`src/rtl/cpm_regs.svh`:
```
`ifndef CPM_REGS_SVH
`define CPM_REGS_SVH
// ----------------------------------------
// register indices (byte address = 4 * index, low six bits decoded)
// ----------------------------------------
`define CPM_IDX_CLK   32'h0500_0000
`define CPM_IDX_RST   32'h0500_0001
`define CPM_IDX_BOR   32'h5000_0002
`define CPM_IDX_WAKE  32'h5000_0004
`define CPM_IDX_MISC  32'h5000_0005
`define CPM_IDX_MON   32'h5000_0006
`define CPM_IDX_VREG1 32'h5001_800D
`define CPM_IDX_VREG2 32'h5001_800F
// ----------------------------------------
// reset values
// ----------------------------------------
`define CPM_CLK_RST   8'h15
`define CPM_RST_RST   8'h01
`define CPM_VREG1_RST 8'h04
// ----------------------------------------
// field positions
// ----------------------------------------
`define CPM_CKD_LSB   6
`define CPM_RC_OSC_ACTIVE_FLAG     4
`define CPM_XO_EN     3
`define CPM_RC_EN     2
`define CPM_HARDWARE_RESET_TRIGGER     7
`define CPM_SOFTWARE_RESET_TRIGGER     6
`define CPM_DEEP      5
`define CPM_BROWNOUT_INDICATOR     1
`define CPM_POWER_ON_FLAG      0
`define CPM_BROWNOUT_ENABLE     7
`define CPM_BROWNOUT_RESET_ENABLE    3
`define CPM_BROWNOUT_IRQ_ENABLE    2
`define CPM_SERFAST   7
`define CPM_PRB_A_LSB 3
`define CPM_IO_PUMP   7
`define CPM_MON_IE    0
`define CPM_MON_FAIL  1
// ----------------------------------------
// timing
// ----------------------------------------
`define CPM_CLK_MHZ      50
`define CPM_RST_PULSE_NS 100
`define CPM_RST_PULSE_CYC ((`CPM_RST_PULSE_NS * `CPM_CLK_MHZ + 999) / 1000)
`endif

```
`src/rtl/cpm_pkg.sv`:
```
package cpm_pkg;
    // clock source codes as seen in the select field
    typedef enum logic [1:0] {
        SRC_AUX  = 2'b00,
        SRC_RC   = 2'b01,
        SRC_XO   = 2'b10,
        SRC_NONE = 2'b11
    } cpm_src_e;
    // power state of the cpu
    typedef enum logic [1:0] {PWR_RUN, PWR_SLEEP, PWR_DEEP} cpm_pwr_e;
    // whole block state
    typedef struct packed {
        logic [1:0]  clock_divider_field;
        logic        xo_en;
        logic        rc_en;
        cpm_src_e    sel;
        logic        power_on_flag;
        logic        brownout_indicator;
        cpm_pwr_e    pwr;
        logic        bor_en;
        logic        bor_rst_en;
        logic        bor_irq_en;
        logic [1:0]  bor_lvl;
        logic        serfast;
        logic [2:0]  prb_a_sel;
        logic [2:0]  prb_b_sel;
        logic [7:0]  wake;
        logic        io_pump;
        logic [4:0]  trim;
        logic [6:0]  vreg2;
        logic        mon_ie;
        logic        mon_fail;
        logic [5:0]  s1;
        logic [5:0]  s2;
        logic [5:0]  s3;
        logic [5:0]  flt;
        logic [2:0]  div_cnt;
        logic [16:0] wk_cnt;
        logic [2:0]  rst_cnt;
        logic        bor_prev;
        logic        pready;
        logic        pslverr;
        logic [7:0]  prdata;
        logic        sysclk_en;
        logic        ser_en;
        logic        periph_rst;
        logic        cpu_halt;
        logic        timer_stop;
        logic        aux_en;
        logic        bor_irq;
        logic        mon_irq;
        logic        prb_a;
        logic        prb_b;
    } cpm_state_s;
endpackage

```
`src/rtl/cpm_top.sv`:
```
`timescale 1ns/10ps
`include "cpm_regs.svh"
// Functional notes
// - auxiliary oscillator always on, never software-disabled
// - divider codes divide system clock by 1/2/4/8
// - read-only bit reports RC oscillator activity
// - crystal enable bit starts/stops crystal oscillator
// - RC enable bit starts/stops RC oscillator
// - source select: aux, RC, crystal; 11 unused
// - power-on reset starts on RC, reads 0x15
// - enableable clock-monitor interrupt on source failure
// - hardware reset: peripherals reset, aux clock only
// - software reset keeps clock and brownout setup
// - brownout indicator reads 1 after a brownout
// - power flag set on power-on and hardware-type reset, write-0 clears
// - brownout enable switches detector on and off
// - brownout reset and interrupt enabled independently
// - two-bit field selects brownout level
// - deep sleep halts cpu and stops timers
// - deep sleep exits only through a reset
// - sleep halts cpu, interrupt or reset wakes
// - one charge-pump enable bit per supply
// - wake period is mantissa times 2^(exp+1), exponent clamped at 12
module cpm_top #(
    parameter int WK_W = 17
) (
    input  wire logic        I_CLK,
    input  wire logic        I_RESET,
    input  wire logic        I_PSEL,
    input  wire logic        I_PENABLE,
    input  wire logic        I_PWRITE,
    input  wire logic [7:0]  I_PADDR,
    input  wire logic [31:0] I_PWDATA,
    output logic      [31:0] O_PRDATA,
    output logic             O_PREADY,
    output logic             O_PSLVERR,
    input  wire logic        I_RC_OK,
    input  wire logic        I_XO_OK,
    input  wire logic        I_BROWNOUT,
    input  wire logic        I_FUSE,
    input  wire logic        I_ADC_CLK,
    input  wire logic        I_PUMP_CLK,
    input  wire logic        I_SLEEP_REQ,
    input  wire logic        I_WAKE_LOCAL,
    input  wire logic        I_WAKE_IRQ,
    output cpm_pkg::cpm_src_e O_SRC_SEL,
    output logic             O_AUX_EN,
    output logic             O_RC_EN,
    output logic             O_XO_EN,
    output logic             O_SYSCLK_EN,
    output logic             O_SER_EN,
    output logic             O_PERIPH_RST,
    output logic             O_CPU_HALT,
    output logic             O_TIMER_STOP,
    output logic             O_BOR_EN,
    output logic      [1:0]  O_BOR_LEVEL,
    output logic             O_BOR_IRQ,
    output logic             O_CLKMON_IRQ,
    output logic      [4:0]  O_PUMP_EN,
    output logic             O_PROBE_A,
    output logic             O_PROBE_B
);
    import cpm_pkg::*;

    cpm_state_s st_r;
    cpm_state_s st_nxt;

    // ----------------------------------------
    // helpers
    // ----------------------------------------
    // register select: only the low six index bits reach the decoder
    function automatic logic hit(input logic [7:0] a, input logic [31:0] idx);
        return a[7:2] == idx[5:0];
    endfunction

    // last divider count for each divide code
    function automatic logic [2:0] div_last(input logic [1:0] c);
        return 3'((4'd1 << c) - 4'd1);
    endfunction

    // wake period in system clock ticks; exponent clamps at 12
    function automatic logic [WK_W-1:0] wake_len(input logic [7:0] w);
        logic [3:0] e;
        e = (w[3:0] > 4'd12) ? 4'd12 : w[3:0];
        return WK_W'(w[7:4]) << (e + 4'd1);
    endfunction

    // ----------------------------------------
    // combinational view
    // ----------------------------------------
    logic        acc;
    logic        done;
    logic        wr;
    logic [7:0]  wd;
    logic        rc_act;
    logic        hw_rst;
    logic        sw_rst;
    logic        bor_hit;
    logic        bor_rst;
    logic        wake_hit;
    logic        deep_wake;
    logic        rst_any;
    logic        hw_type;
    logic        fail;
    logic        tick;
    logic        rd_hit;
    logic [7:0]  rd;

    always_comb begin
        st_nxt = st_r;
        acc = I_PSEL & I_PENABLE;
        done = acc & st_r.pready;
        wr = done & I_PWRITE & ~st_r.pslverr;
        wd = I_PWDATA[7:0];

        // three-stage pin capture; a change counts once stages two and three agree
        st_nxt.s1 = {I_PUMP_CLK, I_ADC_CLK, I_FUSE, I_BROWNOUT, I_XO_OK, I_RC_OK};
        st_nxt.s2 = st_r.s1;
        st_nxt.s3 = st_r.s2;
        st_nxt.flt = (st_r.s2 & st_r.s3) | (st_r.flt & (st_r.s2 ^ st_r.s3));
        rc_act = st_r.flt[0];

        // event decode
        hw_rst = wr && hit(I_PADDR, `CPM_IDX_RST) && wd[`CPM_HARDWARE_RESET_TRIGGER];
        sw_rst = wr && hit(I_PADDR, `CPM_IDX_RST) && wd[`CPM_SOFTWARE_RESET_TRIGGER];
        bor_hit = st_r.bor_en & st_r.flt[2];
        bor_rst = bor_hit & ~st_r.bor_prev & st_r.bor_rst_en;
        st_nxt.bor_prev = bor_hit;
        wake_hit = (st_r.wake[7:4] != 4'd0) && (st_r.wk_cnt >= wake_len(st_r.wake));
        deep_wake = (st_r.pwr == PWR_DEEP) && (I_WAKE_LOCAL || wake_hit);
        hw_type = hw_rst | bor_rst;
        rst_any = hw_type | sw_rst | deep_wake;
        // selected source lost; a crystal selected before it settles trips this too
        fail = ((st_r.sel == SRC_RC) && !st_r.flt[0]) || ((st_r.sel == SRC_XO) && !st_r.flt[1]);

        // read mux, address chain
        rd_hit = 1'b1;
        if (hit(I_PADDR, `CPM_IDX_CLK)) begin
            rd = {st_r.clock_divider_field, 1'b0, rc_act, st_r.xo_en, st_r.rc_en, st_r.sel};
        end else if (hit(I_PADDR, `CPM_IDX_RST)) begin
            rd = {2'b00, st_r.pwr == PWR_DEEP, 3'b000, st_r.brownout_indicator, st_r.power_on_flag};
        end else if (hit(I_PADDR, `CPM_IDX_BOR)) begin
            rd = {st_r.bor_en, 3'b000, st_r.bor_rst_en, st_r.bor_irq_en, st_r.bor_lvl};
        end else if (hit(I_PADDR, `CPM_IDX_WAKE)) begin
            rd = st_r.wake;
        end else if (hit(I_PADDR, `CPM_IDX_MISC)) begin
            rd = {st_r.serfast, 1'b0, st_r.prb_a_sel, st_r.prb_b_sel};
        end else if (hit(I_PADDR, `CPM_IDX_MON)) begin
            rd = {6'h00, st_r.mon_fail, st_r.mon_ie};
        end else if (hit(I_PADDR, `CPM_IDX_VREG1)) begin
            rd = {st_r.io_pump, 2'b00, st_r.trim};
        end else if (hit(I_PADDR, `CPM_IDX_VREG2)) begin
            rd = {1'b0, st_r.vreg2};
        end else begin
            rd = 8'h00;
            rd_hit = 1'b0;
        end

        // apb: one wait state, answer registered in the first access cycle
        st_nxt.pready = acc & ~st_r.pready;
        if (acc && !st_r.pready) begin
            st_nxt.prdata = I_PWRITE ? 8'h00 : rd;
            st_nxt.pslverr = ~rd_hit;
        end else if (done) begin
            st_nxt.prdata = 8'h00;
            st_nxt.pslverr = 1'b0;
        end

        // register writes
        if (wr && hit(I_PADDR, `CPM_IDX_CLK)) begin
            st_nxt.clock_divider_field = wd[`CPM_CKD_LSB +: 2];
            st_nxt.xo_en = wd[`CPM_XO_EN];
            st_nxt.rc_en = wd[`CPM_RC_EN];
            if (wd[1:0] != SRC_NONE) begin
                st_nxt.sel = cpm_src_e'(wd[1:0]);
            end
        end else if (wr && hit(I_PADDR, `CPM_IDX_RST)) begin
            if (!wd[`CPM_POWER_ON_FLAG]) begin
                st_nxt.power_on_flag = 1'b0;
            end
        end else if (wr && hit(I_PADDR, `CPM_IDX_BOR)) begin
            st_nxt.bor_en = wd[`CPM_BROWNOUT_ENABLE];
            st_nxt.bor_rst_en = wd[`CPM_BROWNOUT_RESET_ENABLE];
            st_nxt.bor_irq_en = wd[`CPM_BROWNOUT_IRQ_ENABLE];
            st_nxt.bor_lvl = wd[1:0];
        end else if (wr && hit(I_PADDR, `CPM_IDX_WAKE)) begin
            st_nxt.wake = wd;
        end else if (wr && hit(I_PADDR, `CPM_IDX_MISC)) begin
            st_nxt.serfast = wd[`CPM_SERFAST];
            st_nxt.prb_a_sel = wd[`CPM_PRB_A_LSB +: 3];
            st_nxt.prb_b_sel = wd[2:0];
        end else if (wr && hit(I_PADDR, `CPM_IDX_MON)) begin
            st_nxt.mon_ie = wd[`CPM_MON_IE];
            if (wd[`CPM_MON_FAIL]) begin
                st_nxt.mon_fail = 1'b0;
            end
        end else if (wr && hit(I_PADDR, `CPM_IDX_VREG1)) begin
            st_nxt.io_pump = wd[`CPM_IO_PUMP];
            st_nxt.trim = wd[4:0];
        end else if (wr && hit(I_PADDR, `CPM_IDX_VREG2)) begin
            st_nxt.vreg2 = wd[6:0];
        end

        // clock failure: back to RC; the flag is set after the clear so it wins
        if (fail) begin
            st_nxt.sel = SRC_RC;
            st_nxt.rc_en = 1'b1;
            st_nxt.mon_fail = 1'b1;
        end
        // hardware-type reset: aux clock only, brownout setup left alone
        if (hw_type) begin
            st_nxt.sel = SRC_AUX;
            st_nxt.xo_en = 1'b0;
            st_nxt.rc_en = 1'b0;
            st_nxt.power_on_flag = 1'b1;
        end
        // brownout memory is cleared only by power-on
        if (bor_hit) begin
            st_nxt.brownout_indicator = 1'b1;
        end

        // system clock divider as a one-cycle enable
        tick = st_r.div_cnt >= div_last(st_r.clock_divider_field);
        st_nxt.div_cnt = tick ? 3'd0 : st_r.div_cnt + 3'd1;
        st_nxt.sysclk_en = tick;
        st_nxt.ser_en = st_r.serfast | tick;

        // power state
        case (st_r.pwr)
            PWR_RUN: begin
                if (wr && hit(I_PADDR, `CPM_IDX_RST) && wd[`CPM_DEEP]) begin
                    st_nxt.pwr = PWR_DEEP;
                end else if (I_SLEEP_REQ) begin
                    st_nxt.pwr = PWR_SLEEP;
                end
            end
            PWR_SLEEP: begin
                if (I_WAKE_IRQ) begin
                    st_nxt.pwr = PWR_RUN;
                end
            end
            default: begin
                st_nxt.pwr = PWR_DEEP;
            end
        endcase
        if (rst_any) begin
            st_nxt.pwr = PWR_RUN;
        end

        // wake timer counts system ticks only while in deep sleep
        if (st_r.pwr != PWR_DEEP) begin
            st_nxt.wk_cnt = '0;
        end else if (tick && !wake_hit) begin
            st_nxt.wk_cnt = st_r.wk_cnt + WK_W'(1);
        end

        // peripheral reset pulse; a new request restarts it
        if (rst_any) begin
            st_nxt.rst_cnt = 3'(`CPM_RST_PULSE_CYC);
        end else if (st_r.rst_cnt != 3'd0) begin
            st_nxt.rst_cnt = st_r.rst_cnt - 3'd1;
        end
        st_nxt.periph_rst = st_nxt.rst_cnt != 3'd0;

        // registered outputs
        st_nxt.cpu_halt = st_nxt.pwr != PWR_RUN;
        st_nxt.timer_stop = st_nxt.pwr == PWR_DEEP;
        st_nxt.aux_en = 1'b1;
        st_nxt.bor_irq = bor_hit & st_r.bor_irq_en;
        st_nxt.mon_irq = st_nxt.mon_fail & st_nxt.mon_ie;

        // debug probes
        case (st_r.prb_a_sel)
            3'd1: st_nxt.prb_a = st_r.aux_en;
            3'd2: st_nxt.prb_a = st_r.flt[0];
            3'd3: st_nxt.prb_a = st_r.flt[1];
            3'd5: st_nxt.prb_a = st_r.flt[3];
            3'd6: st_nxt.prb_a = st_r.periph_rst & st_r.bor_rst_en;
            default: st_nxt.prb_a = 1'b0;
        endcase
        case (st_r.prb_b_sel)
            3'd1: st_nxt.prb_b = 1'b1;
            3'd2: st_nxt.prb_b = st_r.sysclk_en;
            3'd3: st_nxt.prb_b = st_r.ser_en;
            3'd4: st_nxt.prb_b = st_r.flt[4];
            3'd5: st_nxt.prb_b = st_r.flt[3];
            3'd6: st_nxt.prb_b = st_r.flt[5];
            default: st_nxt.prb_b = 1'b0;
        endcase
    end

    // ----------------------------------------
    // state register
    // ----------------------------------------
    // power-on starts from RC, clock register reads back its reset value
    always_ff @(posedge I_CLK or posedge I_RESET) begin
        if (I_RESET) begin
            st_r <= '0;
            st_r.clock_divider_field <= 2'(`CPM_CLK_RST >> `CPM_CKD_LSB);
            st_r.rc_en <= 1'(`CPM_CLK_RST >> `CPM_RC_EN);
            st_r.sel <= SRC_RC;
            st_r.power_on_flag <= 1'(`CPM_RST_RST);
            st_r.trim <= 5'(`CPM_VREG1_RST);
            st_r.pwr <= PWR_RUN;
            st_r.aux_en <= 1'b1;
            st_r.s1 <= 6'h01;
            st_r.s2 <= 6'h01;
            st_r.s3 <= 6'h01;
            st_r.flt <= 6'h01;
        end else begin
            st_r <= st_nxt;
        end
    end

    // ----------------------------------------
    // outputs
    // ----------------------------------------
    assign O_PRDATA = {24'h00_0000, st_r.prdata};
    assign O_PREADY = st_r.pready;
    assign O_PSLVERR = st_r.pslverr;
    assign O_SRC_SEL = st_r.sel;
    assign O_AUX_EN = st_r.aux_en;
    assign O_RC_EN = st_r.rc_en;
    assign O_XO_EN = st_r.xo_en;
    assign O_SYSCLK_EN = st_r.sysclk_en;
    assign O_SER_EN = st_r.ser_en;
    assign O_PERIPH_RST = st_r.periph_rst;
    assign O_CPU_HALT = st_r.cpu_halt;
    assign O_TIMER_STOP = st_r.timer_stop;
    assign O_BOR_EN = st_r.bor_en;
    assign O_BOR_LEVEL = st_r.bor_lvl;
    assign O_BOR_IRQ = st_r.bor_irq;
    assign O_CLKMON_IRQ = st_r.mon_irq;
    assign O_PUMP_EN = {st_r.io_pump, st_r.vreg2[3:0]};
    assign O_PROBE_A = st_r.prb_a;
    assign O_PROBE_B = st_r.prb_b;
endmodule

```
`config.mk`:
```
export PLATFORM = sky130hd
export DESIGN_NAME = cpm_top
export DESIGN_NICKNAME = d
export VERILOG_FILES = /design/src/rtl/cpm_pkg.sv /design/src/rtl/cpm_top.sv
export VERILOG_INCLUDE_DIRS = /design/src /design/src/rtl
export SDC_FILE = /design/constraint.sdc
export NUM_CORES = 1
export LEC_CHECK = 0
export BUFFER_PORTS_ARGS = -buffer_cell sky130_fd_sc_hd__buf_4
export CORE_ASPECT_RATIO = 0.5
export CORE_MARGIN = 1
export CORE_UTILIZATION = 57
export DETAILED_ROUTE_END_ITERATION = 8
export PLACE_DENSITY = 0.79
export REMOVE_ABC_BUFFERS = 1
export SLEW_MARGIN = 40
export SYNTH_ARGS = -nofsm -noshare
export SYNTH_HDL_FRONTEND = slang
export SYNTH_SLANG_ARGS = --single-unit
```
`constraint.sdc`:
```
create_clock -name I_CLK -period 4.1 [get_ports I_CLK]
set_input_delay 0.205 -clock I_CLK [delete_from_list [all_inputs] [get_ports I_CLK]]
set_output_delay 0.205 -clock I_CLK [all_outputs]
set_load 0.02 [all_outputs]
```
==> flow_summary.toml, run 1 <==
[routing]
drc_errors = 0
wirelength_um = 14320
vias = 5053
vias_per_cell = 6.170
ant_nets = 0
avgRoutedWirePerCell_um = 17.49
drtIter0Drc = 463
first_pass_iters = 5

[clock_network]
cts_buffers = 9
cts_htree_levels = 3
post_cts_resized = 0
clock_latency_ns = 0.36
post_cts_buffers = 0
cts-root-buf = "clkbuf_16"
clock-sinks = 112
cts_hold_buffers = 7
cts_max_path_buffers = 2
cts_tree = "done"
clk_pin_slew_ns = 0.09

[placement]
dpl.hpwl_um = 10260
place_congestion = 0.8885
port_buffers = 58
placed_area_um2 = 6653
place_ws_ns = 0.5109

[floorplanning]
pin_count = 110
start_util = 0.6026
core_um2 = 10480
rows = 26
die_w_um = 150.8
die_area_um2 = 11520
die_h_um = 76.41

[power]
max-vdd-ir-drop_mv = 0.2286
powerDensity_nw_per_um2 = 329.4
p_leak_nw = 3.311

[logic_synthesis]
synth_cells = 634
synth_edf_count = 0
ys_top_cells_by_area = "dfrtp_1, mux2_2, ha_1"
netlist_area_um2 = 6312
synth_seq_area_share = 0.4456
ys_seq_elements = 112
synth_cell_types = 65
synth-async-reset-ratio = 1.000
ys.flop_type = "dfrtp_1"
synth_area_per_cell_um2 = 9.956
yosys_warnings = 0
synth_top_area_share = 0.4123
yosysTopAreaCell = "dfrtp_1"

[layout]
nets = 759
final_common_cell = "dfrtp_1"
postLayoutCellArea_um2 = 7020
drive_gt1_frac = 0.2018
mostFrequentLayoutCells = "dfrtp_1, buf_4, nand2_1, mux2_2, a21oi_1"
area_delta_synth_final_pct = 11.22
diodes = 0

[worst_setup_path]
reg2reg_to = "O_PERIPH_RST"
regToRegSetupSlack_ns = 0.44
end_kind = "register"
arrival_ns = 3.91
endpoint = "O_PERIPH_RST"
start_kind = "register"
worst_r2r_path_depth = 12
cp_max_fo = 15
r2r-start = "st_r[86]"
crit_type = "register to register"
startpoint = "st_r[86]"
crit_required_ns = 4.34

[sta]
hold-worst-slack_ns = 0.1057
max_slew_margin = 0.4924
hold_viol = 0
rsz0062_at_grt = "no"
fin_crit_sh = 0.8936
setup_viol = 0
period_needed_ns = 3.664
worst_pin_slew_ns = 0.7555
skew_ns = 0.01462
layout_setup_ws_ns = 0.4361
fin_setup_tns_ns = 0
fmax_mhz = 272.9
drv_slew = 0

[worst_hold_path]
hp-class = "input port to register"

[run]
maxCapViolations = 0

[global_route]
grt_pass1_wl_um = 23410
grt_usage = 0.2614
grt_max_degree = 50
antenna_found_initial = 0
grt_overflow = 0
grt_pass1_vias = 4667

[run_status]
status = "finished clean"
layer usage:
metal,vias up,track usage,routed length [um]
met3,28,0.05449,1145
li1,2332,-,-
met2,221,0.4128,6618
met5,-,0,0
met4,0,0.07500,248
met1,2472,0.3629,6311
cells by family (layout without fill, tap and decap cells):
kind of cell | after synthesis | in the layout | share of synthesized area
and+or+nand+nor | 195 | 195 | 0.1548
xor gates and xnor gates | 3 | 3 | 0.004163
muxes | 54 | 54 | 0.09356
adders and majority gates | 31 | 31 | 0.06145
AOI/OAI and AO/OA | 155 | 155 | 0.1639
buffers and inverters | 82 | 103 | 0.07532
DFF | 112 | 112 | 0.4456
other | 2 | 26 | 0.001190
synth_stat cells (7+ instances only):
library cell    n
nand3_1        18
nand2_1        58
nand4_1         9
and2_1          7
nand2b_1       12
a21oi_1        37
inv_1          13
buf_4          42
o31ai_1         9
nor2b_1         8
and3_1         14
a22oi_1         7
ha_1           31
dfstp_2         8
mux2_2         40
o21ai_0        31
nor2_1         35
dfrtp_1       104
clkbuf_1       19
nor3_1         12
mux2i_1        14
a21o_1          9
how the worst min path moves through the flow:
stage                      startpoint           end  cells past startpoint  slack (ns)
after floorplan               I_RC_OK    st_nxt[56]                      0        0.21
after global placement        I_RESET      st_r[27]                      2        0.20
after detailed placement      I_RESET  O_TIMER_STOP                      2        0.20
after CTS                 I_PWDATA[5]      st_r[88]                      2        0.10
after global routing      I_PWDATA[4]      st_r[87]                      2        0.11
final                     I_PWDATA[4]      st_r[74]                      2        0.11
critical path, cell delays in order (launching register included):
cell and delay, ns:
dfrtp_1 0.54, nand2_1 0.24, o21ai_0 0.16, nor2b_1 0.17
a21oi_1 0.31, nand3_1 0.13, ha_1 0.31, a21o_1 0.18
a21oi_1 0.15, o21ai_1 0.25, a32o_1 0.33, o31a_1 0.31
or4_1 0.48
per-stage QoR:
stage               utilization  power (mW)  cells
CTS                      0.6702       2.325    819
detailed placement       0.6351       1.444    796
finish                   0.6702       2.312    819
global placement         0.6351       1.437    796
floorplan                     -       1.354    590
global route             0.6702       2.407    819
flip-flops by register name (all words and copies together) (netlist names), 2 cells and up:
register	count
st_nxt	12
O_SRC_SEL	2
O_PUMP_EN	5
st_r	68
O_PRDATA	8
O_BOR_LEVEL	2
where the power goes:
group / leakage (nW) / internal [mW] / total (mW) / switching [mW]
clock: 0.149 / 0.445 / 0.883 / 0.438
combinational: 1.70 / 0.102 / 0.254 / 0.153
sequential: 1.46 / 1.15 / 1.17 / 0.0275
layout make-up:
class / instances / area [um^2]
clock buffers: 10 / 239.0
clock inverters: 6 / 58.81
multi-input cells: 464 / 3114
flip-flops and latches: 112 / 2813
inverters: 14 / 55.05
fillers: 827 / 3455
well taps: 140 / 175.2
repair buffers: 73 / 565.5
(Power assumes the default switching activity.)
==> run 2, diff against run 1 <==
==> constraint.sdc (replaced) <==
create_clock -name I_CLK -period 3.55 [get_ports I_CLK]
set_input_delay 0.1775 -clock I_CLK [delete_from_list [all_inputs] [get_ports I_CLK]]
set_output_delay 0.1775 -clock I_CLK [all_outputs]
set_load 0.02 [all_outputs]
==> run 2 against run 1 <==
Register-to-register slack got worse by 0.20 ns; critical path depth increased by 1; sequential power increased by 16%; highest routed layer unchanged; global-route usage up 0.40 points; cell area increased by 0.73%; die area is the same; largest power group unchanged; critical endpoint is now st_r[39]; non-clock buffer count is 6 higher.
==> flow_summary.toml, run 2 (synthesis gave the netlist of run 1 again) <==
[placement]
place_congestion = 0.8723
dpl.hpwl_um = 10460
port_buffers = 58

[layout]
drive_gt1_frac = 0.2131
nets = 765
regMostFlops = "st_r"
largest_reg_flops = 68
fill_cells = 821
area_delta_synth_final_pct = 12.03
diodes = 0
mostFrequentLayoutCells = "dfrtp_1, buf_4, nand2_1, mux2_2, a21oi_1"
final_common_cell = "dfrtp_1"
regArea_um2 = 2815
multi_input_area_um2 = 3118

[sta]
fin_setup_tns_ns = 0
fmax_mhz = 302.1
worst_pin_slew_ns = 0.7340
drv_slew = 0
fin_crit_sh = 0.9325
setup_viol = 0
hold_viol = 0
period_needed_ns = 3.310
rsz0062_at_grt = "no"
max_slew_margin = 0.5066
skew_ns = 0.005765

[routing]
drc_errors = 0
met3_wirelength_um = 868
wl_met2_um = 6762
first_pass_iters = 5
vias = 4986
avgRoutedWirePerCell_um = 17.46
drtIter0Drc = 344
ant_nets = 0
wirelength_um = 14410
drt-met1-wl_um = 6629
maxUsedRoutingLayer = "met4"
vias_per_cell = 6.044

[global_route]
grt_usage = 0.2654
grt_overflow = 0
grt_pass1_vias = 4708
antenna_found_initial = 0
grt_pass1_wl_um = 23830
grt_max_degree = 64

[worst_setup_path]
crit_type = "register to register"
crit_required_ns = 3.81
startpoint = "st_r[87]"
end_kind = "register"
cp_max_fo = 12
arrival_ns = 3.57
start_kind = "register"
r2r-start = "st_r[87]"

[power]
max-vdd-ir-drop_mv = 0.2016
powerDensity_nw_per_um2 = 376.4
p_leak_nw = 3.340
fin_total_pwr_mw = 2.661

[clock_network]
cts-root-buf = "clkbuf_16"
cts_buffers = 9
clock_latency_ns = 0.35
clock-sinks = 112
clk_pin_slew_ns = 0.08
cts_htree_levels = 3
cts_max_path_buffers = 2
cts_tree = "done"

[floorplanning]
rows = 26
die_h_um = 76.41
start_util = 0.6026
die_w_um = 150.8
pin_count = 110
core_um2 = 10480
die_area_um2 = 11520

[run]
maxCapViolations = 0

[worst_hold_path]
hp-class = "input port to register"
hold_start = "I_PWDATA[5]"

[run_status]
status = "finished clean"
[run 2: worst max-delay path, cell delays in order, from the launching register on]
cell	delay, ns
dfrtp_1	0.58
mux2i_1	0.14
nand2_1	0.08
o21ai_0	0.08
a21oi_1	0.36
nand3_1	0.14
ha_1	0.31
a21o_1	0.18
a21oi_1	0.12
o21ai_1	0.11
buf_4	0.18
a2111oi_0	0.64
o21ai_0	0.19
o31ai_1	0.10
[run 2: layout make-up]
class                           instances  share of cell area
Tap cell                              140             0.02477
Multi-Input combinational cell        464              0.4409
Sequential cell                       112              0.3981
Clock buffer                           10             0.03379
Timing Repair Buffer                   79             0.08634
Inverter                               14            0.008139
Clock inverter                          6            0.007962
[run 2: through the flow]
stage | area (um^2) | utilization | std cells | hold WS, ns | setup slack, ns
3_3_place_gp | 6698 | 0.6394 | 802 | 0.2855 | 0.4029
4_1_cts | 7063 | 0.6743 | 825 | 0.07355 | 0.2731
3_5_place_dp | 6698 | 0.6394 | 802 | 0.2893 | 0.2885
2_1_floorplan | 5979 | - | 590 | 0.1820 | 0.3181
6_report | 7072 | 0.6751 | 825 | 0.08221 | 0.2397
5_1_grt | 7072 | 0.6751 | 825 | 0.08386 | 0.06212
[run 2: routing by layer]
metal | vias to the layer above | track usage
met1 | 2465 | 0.3715
met5 | - | 0
met3 | 13 | 0.05928
li1 | 2330 | -
met2 | 178 | 0.4138
met4 | 0 | 0.07400
[run 2: final timing paths]
check / to / depth (start not counted) / slack, ns
worst max-delay path: st_r[39] / 13 / 0.24
worst min-delay path: st_r[75] / 2 / 0.08
worst max register to register: st_r[39] / 13 / 0.24
worst min register to register: st_nxt[53] / 0 / 0.35
max in group asynchronous: st_r[79] / 4 / 2.30
min in group asynchronous: st_r[28] / 3 / 0.44
[run 2: timing repair]
item                                   4_1_cts  5_1_grt
buffers inserted                             0        0
setup endpoints to repair                    0        5
resized for setup                            0        3
endpoints found under the hold margin        7        0
hold buffers                                 7        0
[run 2: report_power, final]
part	leakage, nW	switching (mW)	internal, mW	total, mW
Clock	0.149	0.488	0.513	1.00
Combinational	1.73	0.184	0.120	0.304
Sequential	1.46	0.0309	1.33	1.36
